File: config.mk
export PLATFORM = sky130hd
export DESIGN_NAME = sari_device_flat
export DESIGN_NICKNAME = d
export VERILOG_FILES = /design/src/hw/sari_pkg.sv /design/src/hw/sari_link_if.sv /design/src/hw/sari_device.sv /design/src/flat_wrapper.sv
export VERILOG_INCLUDE_DIRS = /design/src /design/src/hw
export SDC_FILE = /design/constraint.sdc
export NUM_CORES = 1
export LEC_CHECK = 0
export ABC_CLOCK_PERIOD_IN_PS = 4700
export BUFFER_PORTS_ARGS = -buffer_cell sky130_fd_sc_hd__buf_2
export CORE_ASPECT_RATIO = 0.7
export CORE_UTILIZATION = 50
export DETAILED_ROUTE_END_ITERATION = 8
export GPL_TIMING_DRIVEN = 0
export PLACE_DENSITY_LB_ADDON = 0.3
export SYNTH_ARGS = -nofsm -noshare
export SYNTH_HDL_FRONTEND = slang
export SYNTH_SLANG_ARGS = --single-unit
File: constraint.sdc
create_clock -name clk -period 4.7 [get_ports clk]
set_clock_uncertainty 0.05 [all_clocks]
set_input_delay 0.94 -clock clk [delete_from_list [all_inputs] [get_ports clk]]
set_output_delay 0.94 -clock clk [all_outputs]
set_load 0.05 [all_outputs]
File: src/hw/sari_defs.svh
// Constants shared by both ends of the serial converter readout link.
`ifndef SARI_DEFS_SVH
`define SARI_DEFS_SVH

`define SARI_RESULT_BITS 10
`define SARI_FRAME_BITS 16
`define SARI_LEAD_ZEROS 3
`define SARI_TRAIL_ZEROS 2
`define SARI_CNT_W 5
`define SARI_CNT_MAX 5'h1f
`define SARI_FALL_NOISE 5'h02
`define SARI_FALL_MODE 5'h0a
`define SARI_RISE_TRACK 5'h0d
`define SARI_FALL_LAST 5'h10
`define SARI_HOST_CYCLES 5'h10
`define SARI_HOST_SLEEP_FALLS 5'h05
`define SARI_THROUGHPUT_CYCLES 20
`define SARI_CLK_PERIOD_NS 100
`define SARI_ACQ_NS 350
`define SARI_ACQ_CYC ((`SARI_ACQ_NS + `SARI_CLK_PERIOD_NS - 1) / `SARI_CLK_PERIOD_NS)
`define SARI_SCLK_HALF_CYC 10

`endif

File: src/hw/sari_pkg.sv
// Types shared by both ends of the serial converter readout link.
`default_nettype none
package sari_pkg;
	typedef enum logic [0:0] {
		SARI_TRACK = 1'b0,
		SARI_HOLD = 1'b1
	} sari_th_t;
	typedef enum logic [0:0] {
		SARI_NORMAL = 1'b0,
		SARI_SHUTDOWN = 1'b1
	} sari_mode_t;
	typedef enum logic [2:0] {
		SARI_H_IDLE = 3'b000,
		SARI_H_SETUP = 3'b001,
		SARI_H_LOW = 3'b010,
		SARI_H_HIGH = 3'b011,
		SARI_H_GAP = 3'b100
	} sari_hstate_t;
endpackage
`default_nettype wire

File: src/hw/sari_link_if.sv
// Three-wire link between the converter and its host controller.
`default_nettype none
interface sari_link_if;
	logic cs_n;
	logic sclk;
	logic serial_result_out;
	logic serial_result_oe;
	wire serial_result_line;
	// A weak pull-down is modelled so that a floating data line reads low.
	assign serial_result_line = serial_result_oe ? serial_result_out : 1'b0;
	modport device (
		input cs_n,
		input sclk,
		output serial_result_out,
		output serial_result_oe
	);
	modport host (
		output cs_n,
		output sclk,
		input serial_result_line
	);
endinterface
`default_nettype wire

File: src/hw/sari_device.sv
// Converter end: frame sequencing, track/hold, result shifting and power mode control.
`include "sari_defs.svh"
`default_nettype none
module sari_device #(
	parameter int unsigned RESULT_BITS = `SARI_RESULT_BITS
) (
	input wire logic clk,
	input wire logic reset,
	input wire logic clk_en,
	sari_link_if.device link,
	input wire logic [RESULT_BITS-1:0] sample_in,
	output logic in_hold,
	output logic in_shutdown,
	output logic frame_active
);
	// One extra zero sits on the line from select falling until the first
	// falling clock edge; a host that idles its clock high never captures it.
	localparam int FRAME_W = `SARI_LEAD_ZEROS + 1 + RESULT_BITS + `SARI_TRAIL_ZEROS;

	// Both pins come from the host's side, so each passes three flops and a
	// change is accepted only once the last two stages agree.
	logic [2:0] cs_sync_q;
	logic [2:0] sclk_sync_q;
	logic cs_lvl_q;
	logic sclk_lvl_q;
	logic cs_lvl_d;
	logic sclk_lvl_d;

	always_ff @(posedge clk or posedge reset) begin
		if (reset) begin
			cs_sync_q <= 3'h7;
			sclk_sync_q <= 3'h7;
		end else if (clk_en) begin
			cs_sync_q <= {cs_sync_q[1:0], link.cs_n};
			sclk_sync_q <= {sclk_sync_q[1:0], link.sclk};
		end
	end

	assign cs_lvl_d = (cs_sync_q[1] == cs_sync_q[2]) ? cs_sync_q[2] : cs_lvl_q;
	assign sclk_lvl_d = (sclk_sync_q[1] == sclk_sync_q[2]) ? sclk_sync_q[2] : sclk_lvl_q;

	always_ff @(posedge clk or posedge reset) begin
		if (reset) begin
			cs_lvl_q <= 1'b1;
			sclk_lvl_q <= 1'b1;
		end else if (clk_en) begin
			cs_lvl_q <= cs_lvl_d;
			sclk_lvl_q <= sclk_lvl_d;
		end
	end

	wire cs_fall = cs_lvl_q & ~cs_lvl_d;
	wire cs_rise = ~cs_lvl_q & cs_lvl_d;
	wire sclk_fall = sclk_lvl_q & ~sclk_lvl_d;
	wire sclk_rise = ~sclk_lvl_q & sclk_lvl_d;

	// Frame state and edge counters.
	logic active_q;
	logic [`SARI_CNT_W-1:0] fall_cnt_q;
	logic [`SARI_CNT_W-1:0] rise_cnt_q;
	logic [FRAME_W-1:0] shift_q;
	logic out_q;
	logic oe_q;
	sari_pkg::sari_th_t th_q;
	sari_pkg::sari_mode_t mode_q;
	sari_pkg::sari_mode_t mode_entry_q;

	// Edges are only counted inside a frame; a select fall in the same cycle
	// as a clock edge wins so the new frame always starts at zero.
	wire count_fall = active_q & sclk_fall & ~cs_fall & ~cs_rise;
	wire count_rise = active_q & sclk_rise & ~cs_fall & ~cs_rise;
	wire [`SARI_CNT_W-1:0] fall_next = (fall_cnt_q == `SARI_CNT_MAX) ? fall_cnt_q : fall_cnt_q + 5'h01;
	wire [`SARI_CNT_W-1:0] rise_next = (rise_cnt_q == `SARI_CNT_MAX) ? rise_cnt_q : rise_cnt_q + 5'h01;
	wire last_fall = count_fall & (fall_next == `SARI_FALL_LAST);
	wire track_rise = count_rise & (rise_next == `SARI_RISE_TRACK);

	// Mode decision taken when select rises inside a frame.
	wire rise_noise = fall_cnt_q < `SARI_FALL_NOISE;
	wire rise_shutdown = ~rise_noise & (fall_cnt_q < `SARI_FALL_MODE);

	// The result is straight binary, so the held sample is framed without recoding.
	wire [FRAME_W-1:0] frame_load = {{(`SARI_LEAD_ZEROS + 1){1'b0}}, sample_in, {`SARI_TRAIL_ZEROS{1'b0}}};

	always_ff @(posedge clk or posedge reset) begin
		if (reset) begin
			fall_cnt_q <= '0;
			rise_cnt_q <= '0;
		end else if (clk_en) begin
			if (cs_fall) begin
				fall_cnt_q <= '0;
				rise_cnt_q <= '0;
			end else begin
				if (count_fall) begin
					fall_cnt_q <= fall_next;
				end
				if (count_rise) begin
					rise_cnt_q <= rise_next;
				end
			end
		end
	end

	always_ff @(posedge clk or posedge reset) begin
		if (reset) begin
			active_q <= 1'b0;
		end else if (clk_en) begin
			if (cs_fall) begin
				active_q <= 1'b1;
			end else if (cs_rise) begin
				active_q <= 1'b0;
			end
		end
	end

	// Track/hold: the sample is frozen at select falling and released at the
	// thirteenth rise, which also opens the acquisition window for the next one.
	always_ff @(posedge clk or posedge reset) begin
		if (reset) begin
			th_q <= sari_pkg::SARI_TRACK;
		end else if (clk_en) begin
			if (cs_fall) begin
				th_q <= sari_pkg::SARI_HOLD;
			end else if (track_rise || cs_rise) begin
				th_q <= sari_pkg::SARI_TRACK;
			end
		end
	end

	always_ff @(posedge clk or posedge reset) begin
		if (reset) begin
			shift_q <= '0;
		end else if (clk_en) begin
			if (cs_fall) begin
				shift_q <= frame_load;
			end else if (count_fall) begin
				shift_q <= {shift_q[FRAME_W-2:0], 1'b0};
			end
		end
	end

	// The extra zero is on the line as soon as select falls; each falling
	// clock edge then presents the next bit for the host's rising edge.
	always_ff @(posedge clk or posedge reset) begin
		if (reset) begin
			out_q <= 1'b0;
		end else if (clk_en) begin
			if (cs_fall) begin
				out_q <= frame_load[FRAME_W-1];
			end else if (count_fall) begin
				out_q <= shift_q[FRAME_W-2];
			end
		end
	end

	always_ff @(posedge clk or posedge reset) begin
		if (reset) begin
			oe_q <= 1'b0;
		end else if (clk_en) begin
			if (cs_fall) begin
				oe_q <= 1'b1;
			end else if (cs_rise || last_fall) begin
				oe_q <= 1'b0;
			end
		end
	end

	// Power mode. A rise before the second fall is treated as noise; a rise
	// after the tenth fall only truncates the word and keeps the part awake.
	always_ff @(posedge clk or posedge reset) begin
		if (reset) begin
			mode_q <= sari_pkg::SARI_NORMAL;
			mode_entry_q <= sari_pkg::SARI_NORMAL;
		end else if (clk_en) begin
			if (cs_fall) begin
				mode_entry_q <= mode_q;
				mode_q <= sari_pkg::SARI_NORMAL;
			end else if (cs_rise && active_q && rise_shutdown) begin
				mode_q <= sari_pkg::SARI_SHUTDOWN;
			end else if (cs_rise && active_q && rise_noise) begin
				mode_q <= mode_entry_q;
			end
		end
	end

	// The mode held before the frame is kept so that a glitch on select
	// cannot wake a sleeping part or put a running one to sleep.

	assign link.serial_result_out = out_q;
	assign link.serial_result_oe = oe_q;
	assign in_hold = (th_q == sari_pkg::SARI_HOLD);
	assign in_shutdown = (mode_q == sari_pkg::SARI_SHUTDOWN);
	assign frame_active = active_q;
endmodule
`default_nettype wire

File: src/flat_wrapper.sv
// flat-port wrapper written by rule: the top's interface ports become plain ports
module sari_device_flat 
#(
	parameter int unsigned RESULT_BITS = `SARI_RESULT_BITS
)
  (clk, reset, clk_en, sample_in, in_hold, in_shutdown, frame_active, link_cs_n, link_sclk, link_serial_result_out, link_serial_result_oe);
  sari_link_if link_i ();
  input wire logic clk;
  input wire logic reset;
  input wire logic clk_en;
  input wire logic [RESULT_BITS-1:0] sample_in;
  output logic in_hold;
  output logic in_shutdown;
  output logic frame_active;
  input wire logic [$bits(link_i.cs_n)-1:0] link_cs_n;
  input wire logic [$bits(link_i.sclk)-1:0] link_sclk;
  output wire logic [$bits(link_i.serial_result_out)-1:0] link_serial_result_out;
  output wire logic [$bits(link_i.serial_result_oe)-1:0] link_serial_result_oe;
  assign link_i.cs_n = link_cs_n;
  assign link_i.sclk = link_sclk;
  assign link_serial_result_out = link_i.serial_result_out;
  assign link_serial_result_oe = link_i.serial_result_oe;
  sari_device #(.RESULT_BITS(RESULT_BITS)) u_core (.clk(clk), .reset(reset), .clk_en(clk_en), .link(link_i), .sample_in(sample_in), .in_hold(in_hold), .in_shutdown(in_shutdown), .frame_active(frame_active));
endmodule
---- Word level (Yosys, flattened, before mapping) ----
Index checks and enable logic that the tools add are counted.
W data, S select, Z words.
storage, ports and cells
  input port bits ......................... 15
  RAM bits ................................ 0
  word-level logic and storage cells ...... 82
  memory bits (read-only) ................. 0
  flip-flop bits (word level) ............. 39
  memories kept ........................... 0
  latch bits .............................. 0
  output and inout port bits .............. 5
cells by class
  reductions and logical operators ........ 18
  equality and inequality tests ........... 6
  $lt $le $gt $ge ......................... 2
  divide/modulo/power cells ............... 0
  bitwise operators ....................... 20
  add/subtract/negate cells ............... 2
  multiply operators ...................... 0
  muxes and demuxes ....................... 21
  shift-type cells ........................ 0
operators with widths
  kind                   number
  $mux W15               2
  $mux W5                6
  $eq A5 B5 Y1 const B   3
  $reduce_and A2 Y1      7
  $and A1 B1 Y1          13
  $mux W1                13
  $add A5 B1 Y5 const B  2
  $reduce_bool A2 Y1     5
  $not A1 Y1             7
  $eq A5 B4 Y1 const B   1
  $lt A5 B2 Y1 const B   1
  $lt A5 B4 Y1 const B   1
  $logic_and A1 B1 Y1    3
  $reduce_bool A3 Y1     1
  $eq A1 B1 Y1           2
  $logic_or A1 B1 Y1     2

---- Depth between registers and ports, before layout ----
Gate-level depths: netlist of the first run.
  word-level depth ........................ 11
  depth in mapped cells ................... 9
  gate-level depth less buffers ........... 7

---- Worst setup path before layout of the first run ----
OpenSTA, ideal clock, no wires.
  path type ............................... reg-to-reg
  start point ............................. register u_core.cs_lvl_q
  end point ............................... register u_core.shift_q[12]
  path buffers ............................ 2
  clock period less this slack ............ 2172 ps
  path slack .............................. 2528 ps
  stages on the path, launching flop included .. 9
  setup time .............................. 121 ps
  data required time ...................... 4529 ps
  arrival ................................. 2001 ps
  path through ............................ dfstp_2 -> maj3_1 -> inv_1 -> ha_1 -> buf_2 -> nand4bb_4 -> o41a_4 -> buf_6 -> a22o_1
between the ends
  longest elaborated chain between the ends .. 8
  elaborated cells on any way between the ends .. 12
  classes of those cells .................. 2 x mux; 8 x bitwise; 2 x reduce/logical
ends and longest elaborated chain
  element                              RTL line            source
  start, declared                      sari_device.sv:24   logic cs_lvl_q;
  start signal, assigned               sari_device.sv:47   cs_lvl_q <= cs_lvl_d;
  $mux W1 (*)                          sari_device.sv:39   assign cs_lvl_d = (cs_sync_q[1] == cs_sync_q[2]) ? cs_sync_q[2] : cs_lvl_q;
  named net u_core.cs_lvl_d            sari_device.sv:26   logic cs_lvl_d;
  $not A1 Y1 (*)                       sari_device.sv:52   wire cs_fall = cs_lvl_q & ~cs_lvl_d;
  $and A1 B1 Y1 (*)                    sari_device.sv:52
  named net u_core.cs_fall             sari_device.sv:52
  $not A1 Y1                           sari_device.sv:70   wire count_fall = active_q & sclk_fall & ~cs_fall & ~cs_rise;
  $and A1 B1 Y1 (2 in series)          sari_device.sv:70
  $reduce_bool A2 Y1 (no source line)  -
  $reduce_and A2 Y1 (no source line)   -
  end signal, assigned                 sari_device.sv:134  shift_q <= frame_load;
  end signal, assigned                 sari_device.sv:136  shift_q <= {shift_q[FRAME_W-2:0], 1'b0};
  end, declared                        sari_device.sv:61   logic [FRAME_W-1:0] shift_q;
The timed path passes the listed nets; every way through them passes the cells marked *.
A chain may end at the register's enable or synchronous reset.

---- Worst setup path after layout of the first run ----
  start point ............................. register u_core.cs_sync_q[1]
  end point ............................... register u_core.fall_cnt_q[2]
between the ends
  longest elaborated chain between the ends .. 9
  elaborated cells on any way between the ends .. 12
  classes of those cells .................. 1 x eq/ne; 2 x mux; 7 x bitwise; 2 x reduce/logical
ends and longest elaborated chain
  element                              RTL line           source
  start, declared                      sari_device.sv:22  logic [2:0] cs_sync_q;
  start signal, assigned               sari_device.sv:34  cs_sync_q <= {cs_sync_q[1:0], link.cs_n};
  $eq A1 B1 Y1 (*)                     sari_device.sv:39
  $mux W1 (*)                          sari_device.sv:39
  named net u_core.cs_lvl_d            sari_device.sv:26
  $not A1 Y1 (*)                       sari_device.sv:52
  $and A1 B1 Y1 (*)                    sari_device.sv:52
  named net u_core.cs_fall             sari_device.sv:52
  $not A1 Y1                           sari_device.sv:70
  $and A1 B1 Y1 (2 in series)          sari_device.sv:70
  $reduce_bool A2 Y1 (no source line)  -
  $reduce_and A2 Y1 (no source line)   -
  end signal, assigned                 sari_device.sv:94  fall_cnt_q <= fall_next;
  end, declared                        sari_device.sv:59  logic [`SARI_CNT_W-1:0] fall_cnt_q;
Marks and branches as above.

==> impl_metrics.tcl, run 1 <==
set metrics [dict create \
    status "complete, no violations" \
    drv_cap 0 \
    drt-vias-per-instance 5.42 \
    vias 1316 \
    pwr-share-seq_pct 47.9 \
    min_path_type "reg2reg" \
    drtPass1Iterations 4 \
    comb_power_share_pct 30.9 \
    antenna_found_initial 0 \
    p_sw_mw 0.346 \
    final_nets 211 \
    post-route-period-util_pct 50.4 \
    ctsResizeCount 0 \
    clk_latency_ns 0.29 \
    h-tree-depth 2 \
    start_util_pct 52.4 \
    power_mw 0.979 \
    portBuffers 19 \
    cts.sinks 37 \
    whs_ns 0.437 \
    finalSetupTns_ns 0 \
    critPathRequiredTime_ns 4.84 \
    cts_setup_buffers 0 \
    r2r_cells 9 \
    cp-end-kind "register" \
    place_area_um2 2000 \
    cellPowerDensity_nw_per_um2 471 \
    fill_cells 303 \
    drive_gt1_share_pct 25.4 \
    area_growth_pct 12.9 \
    drt-initial-drc-count 42 \
    final_max_slew_viol_count 0 \
    clkTransAtPathRegs_ns 0.07 \
    grt_max_degree 38 \
    synth_area_per_cell_um2 11.1 \
    num_io_pins 20 \
    place_ws_ns 2.33 \
    core.rowCount 18 \
    grt-ovfl-total 0 \
    worstSetupStartpointType "register" \
    path_class "reg2reg" \
    wl_per_cell_um 13.7 \
    p_clk_share_pct 21.2 \
    cts_buffers 5 \
    min_from "u_core.shift_q[9]" \
    die-area_um2 3930 \
    synth_fp_nets 185 \
    rsz0062_at_grt "false" \
    reg2reg_slack_ns 2.33 \
    core_area_um2 3510 \
    dpl.cell_count 235 \
    ys_seq_area_share_pct 50.9 \
    instances_no_fill 243 \
    synth_cell_types 39 \
    rr_endpoint "u_core.fall_cnt_q[2]" \
    drt_wl_total_um 3340 \
    switching_share_pct 35.3 \
    worstHoldEndpoint "u_core.shift_q[9]" \
    layout_commonest_cell "dfrtp_1" \
    utilization_pct 59.1 \
    power.internal_mw 0.633 \
    critPathMaxFanout 10 \
    grt_pass1_vias 1220 \
    dpl.hpwl_um 2420 \
    finalSetupViolations 0 \
    fmax_ghz 0.423 \
    hold_depth 2 \
    grt_use_total_pct 19.5 \
    final_cell_area_um2 2080 \
    worst_pin_slew_ns 0.733 \
    synth_cells 166 \
    tritoncts "done" \
    p_leak_nw 0.943 \
    setup_ws_ns 2.33 \
    hold_viol 0 \
    drc_errors 0 \
    gp_congestion 0.774 \
    syn-cell-area_um2 1840 \
    irDropWorstVdd_uv 283 \
    antenna_cells 0 \
    layout_common_cells "29 x dfrtp_1, 21 x buf_2, 20 x nand2_1" \
    r2r-start "u_core.cs_sync_q[1]" \
    synth_warnings 0 \
    cts_root_buffer "clkbuf_8" \
    hold_buffers 0 \
    grt_pass1_wl_um 5590 \
    die_h_um 52.7 \
    ys_ff_latch 37 \
    die_w_um 74.5 \
    period_needed_ns 2.37 \
    cp.arrival_ns 2.50 \
    slew-limit-headroom_pct 51.0 \
    cts_buffer_depth 2 \
    ant_nets 0 \
]
==> cells in the mapped netlist (all sizes together) <==
cell	instances	area, um^2
o21ai	13	65.1
a21oi	8	40.0
buf	4	28.8
nand4b	1	8.76
nand4bb	1	27.5
o41a	1	21.3
a22o	6	52.6
mux2	7	78.8
a31oi	3	18.8
ha	4	50.1
a31o	1	8.76
a41oi	4	35.0
nand4	2	12.5
nor2b	1	6.26
nand2	20	75.1
a311oi	2	17.5
a21boi	4	30.0
xnor2	1	8.76
nor3b	2	15.0
xor2	1	8.76
dfstp	8	210
mux2i	13	130
dfrtp	29	726
nor2	4	15.0
inv	9	33.8
clkbuf	6	22.5
nor4	2	18.8
and4b	1	10.0
and2	1	6.26
nor3	2	21.3
nand2b	1	6.26
a21o	1	7.51
maj3	1	10.0
o22ai	2	12.5
==> worst max path at each step <==
stage	cells past startpoint	endpoint	slack, ns	startpoint
finish	9	u_core.fall_cnt_q[2]	2.33	u_core.cs_sync_q[1]
detailed placement	9	u_core.fall_cnt_q[2]	2.33	u_core.cs_sync_q[1]
global placement	9	u_core.fall_cnt_q[2]	2.43	u_core.cs_lvl_q
CTS	9	u_core.fall_cnt_q[2]	2.32	u_core.cs_sync_q[1]
floorplan	8	u_core.shift_q[12]	2.53	u_core.cs_lvl_q
global route	9	u_core.shift_q[5]	2.23	u_core.cs_sync_q[1]
==> routing by layer <==
metal  wire (um)  GRT usage (%)  vias up
met5           0              0        -
met4          42           8.81        0
met3         115           5.77        6
met2        1520           28.8       21
met1        1670           26.3      636
li1            -              -      653
==> flip-flops by register name (all words and copies together), names as in the netlist <==
signal                         cells
u_core.sclk_lvl_q                  1
u_core.link.serial_result_out      1
u_core.link.serial_result_oe       1
u_core.rise_cnt_q                  5
u_core.frame_active                1
u_core.fall_cnt_q                  5
u_core.cs_lvl_q                    1
u_core.sclk_sync_q                 3
u_core.cs_sync_q                   3
u_core.in_shutdown                 1
u_core.in_hold                     1
u_core.mode_entry_q                1
u_core.shift_q                    13
==> layout make-up <==
cell class	count	area, um^2	area share [%]
repair buffers	19	95.1	4.58
plain buffers	10	51.3	2.47
multi-input cells	110	818	39.4
clock buffers	8	80.1	3.86
flip-flops and latches	37	936	45.1
inverters	9	33.8	1.63
well taps	50	62.6	3.01
==> worst max-delay path: stages, from the launching register on <==
cell	delay (ns)
dfstp_2	0.54
maj3_1	0.20
inv_1	0.06
ha_1	0.18
buf_2	0.16
nand4bb_4	0.24
nor4_2	0.25
buf_4	0.24
a21oi_1	0.09
a311oi_1	0.26
==> cells by family after synthesis <==
logic type	share of synthesized area, %
compound gates	16.8
buf+inv	4.63
flops	50.9
fa+ha+maj	3.27
simple gates	12.1
xor+xnor	0.953
mux	11.4
==> power groups by stage <==
| stage | combinational (mW) | sequential (mW) | clock (mW) |
|---|---|---|---|
| 3_5_place_dp | 0.303 | 0.475 | 0 |
| 5_1_grt | 0.329 | 0.481 | 0.225 |
| 2_1_floorplan | 0.181 | 0.522 | 0 |
| 3_3_place_gp | 0.293 | 0.468 | 0 |
| 6_report | 0.302 | 0.469 | 0.207 |
| 4_1_cts | 0.305 | 0.469 | 0.214 |
Note: power is estimated with default switching activity, not from simulation.
==> run 2, diff against run 1 <==
--- a/config.mk
+++ b/config.mk
@@ -6,7 +6,7 @@
 export SDC_FILE = /design/constraint.sdc
 export NUM_CORES = 1
 export LEC_CHECK = 0
-export ABC_CLOCK_PERIOD_IN_PS = 4700
+export ABC_CLOCK_PERIOD_IN_PS = 2300
 export BUFFER_PORTS_ARGS = -buffer_cell sky130_fd_sc_hd__buf_2
 export CORE_ASPECT_RATIO = 0.7
 export CORE_UTILIZATION = 50
==> constraint.sdc (replaced) <==
create_clock -name clk -period 2.3 [get_ports clk]
set_clock_uncertainty 0.05 [all_clocks]
set_input_delay 0.46 -clock clk [delete_from_list [all_inputs] [get_ports clk]]
set_output_delay 0.46 -clock clk [all_outputs]
set_load 0.05 [all_outputs]
==> impl_metrics.tcl, run 2 (synthesized netlist as in run 1, its figures left out) <==
set metrics [dict create \
    status "complete, no violations" \
    cts_buffer_depth 2 \
    final_nets 214 \
    fill_cells 296 \
    r2r_cells 8 \
    antenna_found_initial 0 \
    grt-ovfl-total 0 \
    critPathRequiredTime_ns 2.43 \
    drtPass1Iterations 4 \
    switching_share_pct 35.4 \
    cp-end-kind "register" \
    final_max_slew_viol_count 0 \
    min_path_type "in2async" \
    reg2reg_slack_ns 0.12 \
    drt-vias-per-instance 5.39 \
    drv_cap 0 \
    cts_buffers 5 \
    layout_common_cells "29 x dfrtp_1, 20 x nand2_1, 19 x buf_2" \
    area_growth_pct 15.9 \
    whs_ns 0.251 \
    p_sw_mw 0.723 \
    route.met3.wl_um 128 \
    drt_wl_total_um 3430 \
    die_w_um 74.5 \
    p_leak_nw 0.964 \
    wl_per_cell_um 13.9 \
    top_regs "u_core.shift_q: 13 flops, u_core.fall_cnt_q: 5 flops, u_core.rise_cnt_q: 5 flops" \
    tritoncts "done" \
    h-tree-depth 2 \
    layout_commonest_cell "dfrtp_1" \
    critPathMaxFanout 7 \
    regArea_um2 936 \
    num_io_pins 20 \
    portBuffers 19 \
    start_util_pct 52.4 \
    gp_congestion 0.774 \
    die_h_um 52.7 \
    antenna_cells 0 \
    hold_buffers 0 \
    clkTransAtPathRegs_ns 0.07 \
    post-route-period-util_pct 95.0 \
    highest_layer "met4" \
    largest-register "u_core.shift_q" \
    core_area_um2 3510 \
    cts.sinks 37 \
    irDropWorstVdd_uv 576 \
    period_needed_ns 2.18 \
    drt-initial-drc-count 48 \
    fmax_ghz 0.458 \
    drive_gt1_share_pct 27.6 \
    die-area_um2 3930 \
    cp.arrival_ns 2.31 \
    cts_root_buffer "clkbuf_8" \
    cellPowerDensity_nw_per_um2 957 \
    r2r-start "u_core.cs_lvl_q" \
    wl_met1_um 1680 \
    grt_max_degree 38 \
    largest_register_ffs 13 \
    clk_latency_ns 0.28 \
    multiInputGateArea_um2 841 \
    finalSetupViolations 0 \
    dpl.hpwl_um 2420 \
    path_class "reg2reg" \
    grt_pass1_vias 1226 \
    dpl.cell_count 235 \
    met2_length_um 1570 \
    power.internal_mw 1.32 \
    hold_viol 0 \
    grt_use_total_pct 19.5 \
    vias 1327 \
    core.rowCount 18 \
    p_clk_share_pct 20.8 \
    rr_endpoint "u_core.in_hold" \
    drc_errors 0 \
    worstSetupStartpointType "register" \
    worst_pin_slew_ns 0.740 \
    slew-limit-headroom_pct 50.6 \
    instances_no_fill 246 \
    grt_pass1_wl_um 5570 \
    pwr-share-seq_pct 47.3 \
    comb_power_share_pct 31.9 \
    ant_nets 0 \
]
-- run 2: per-stage QoR --
stage | power, mW | worst slack (ns) | utilization [%] | cell area, um^2 | TNS [ns]
finish | 2.04 | 0.115 | 60.6 | 2130 | 0
global route | 2.15 | -0.00246 | 60.6 | 2130 | -0.00246
CTS | 2.04 | 0.00262 | 59.9 | 2110 | 0
detailed placement | 1.59 | -0.0690 | 56.8 | 2000 | -0.250
global placement | 1.55 | 0.0288 | 56.8 | 2000 | 0
floorplan | 1.44 | 0.128 | - | 1840 | 0
-- run 2: worst max path at each step --
stage | startpoint | end | cells after the start
final | u_core.cs_lvl_q | u_core.in_hold | 8
after global routing | u_core.cs_lvl_q | u_core.in_hold | 8
after CTS | u_core.cs_sync_q[1] | u_core.shift_q[14] | 7
after detailed placement | u_core.cs_sync_q[1] | u_core.fall_cnt_q[2] | 9
after global placement | u_core.cs_lvl_q | u_core.fall_cnt_q[2] | 9
after floorplan | u_core.cs_lvl_q | u_core.shift_q[12] | 8
-- run 2: layout make-up --
type	instances	area share (%)
sequential	37	43.9
multi-input combinational	110	39.5
clock buffer	8	3.76
buffer	9	2.47
timing repair buffer	23	5.87
inverter	9	1.59
tap	50	2.94
-- run 2: critical path, cell delays in order, from the launching register on --
cell       delay (ns)
dfstp_2          0.57
maj3_2           0.21
inv_1            0.07
ha_4             0.19
nand4bb_4        0.22
buf_4            0.17
nor3_4           0.23
nand4b_1         0.14
a31o_2           0.24
-- run 2: layer usage --
layer	track usage, %	up-vias
met5	0	-
met4	8.81	0
met3	5.77	7
met2	29.4	23
met1	25.7	638
li1	-	659
-- run 2: power groups by stage --
stage	clock, mW	sequential, mW	combinational (mW)
CTS	0.437	0.962	0.642
global placement	0	0.957	0.598
global route	0.460	0.987	0.706
detailed placement	0	0.970	0.619
floorplan	0	1.07	0.370
finish	0.424	0.963	0.651
-- run 2: what timing repair did --
action                     in CTS  in global routing
setup endpoints to repair      12                 19
buffers inserted                2                  2
hold endpoints to repair        0                  0
pin swaps                       2                  4
resized for setup               5                  1
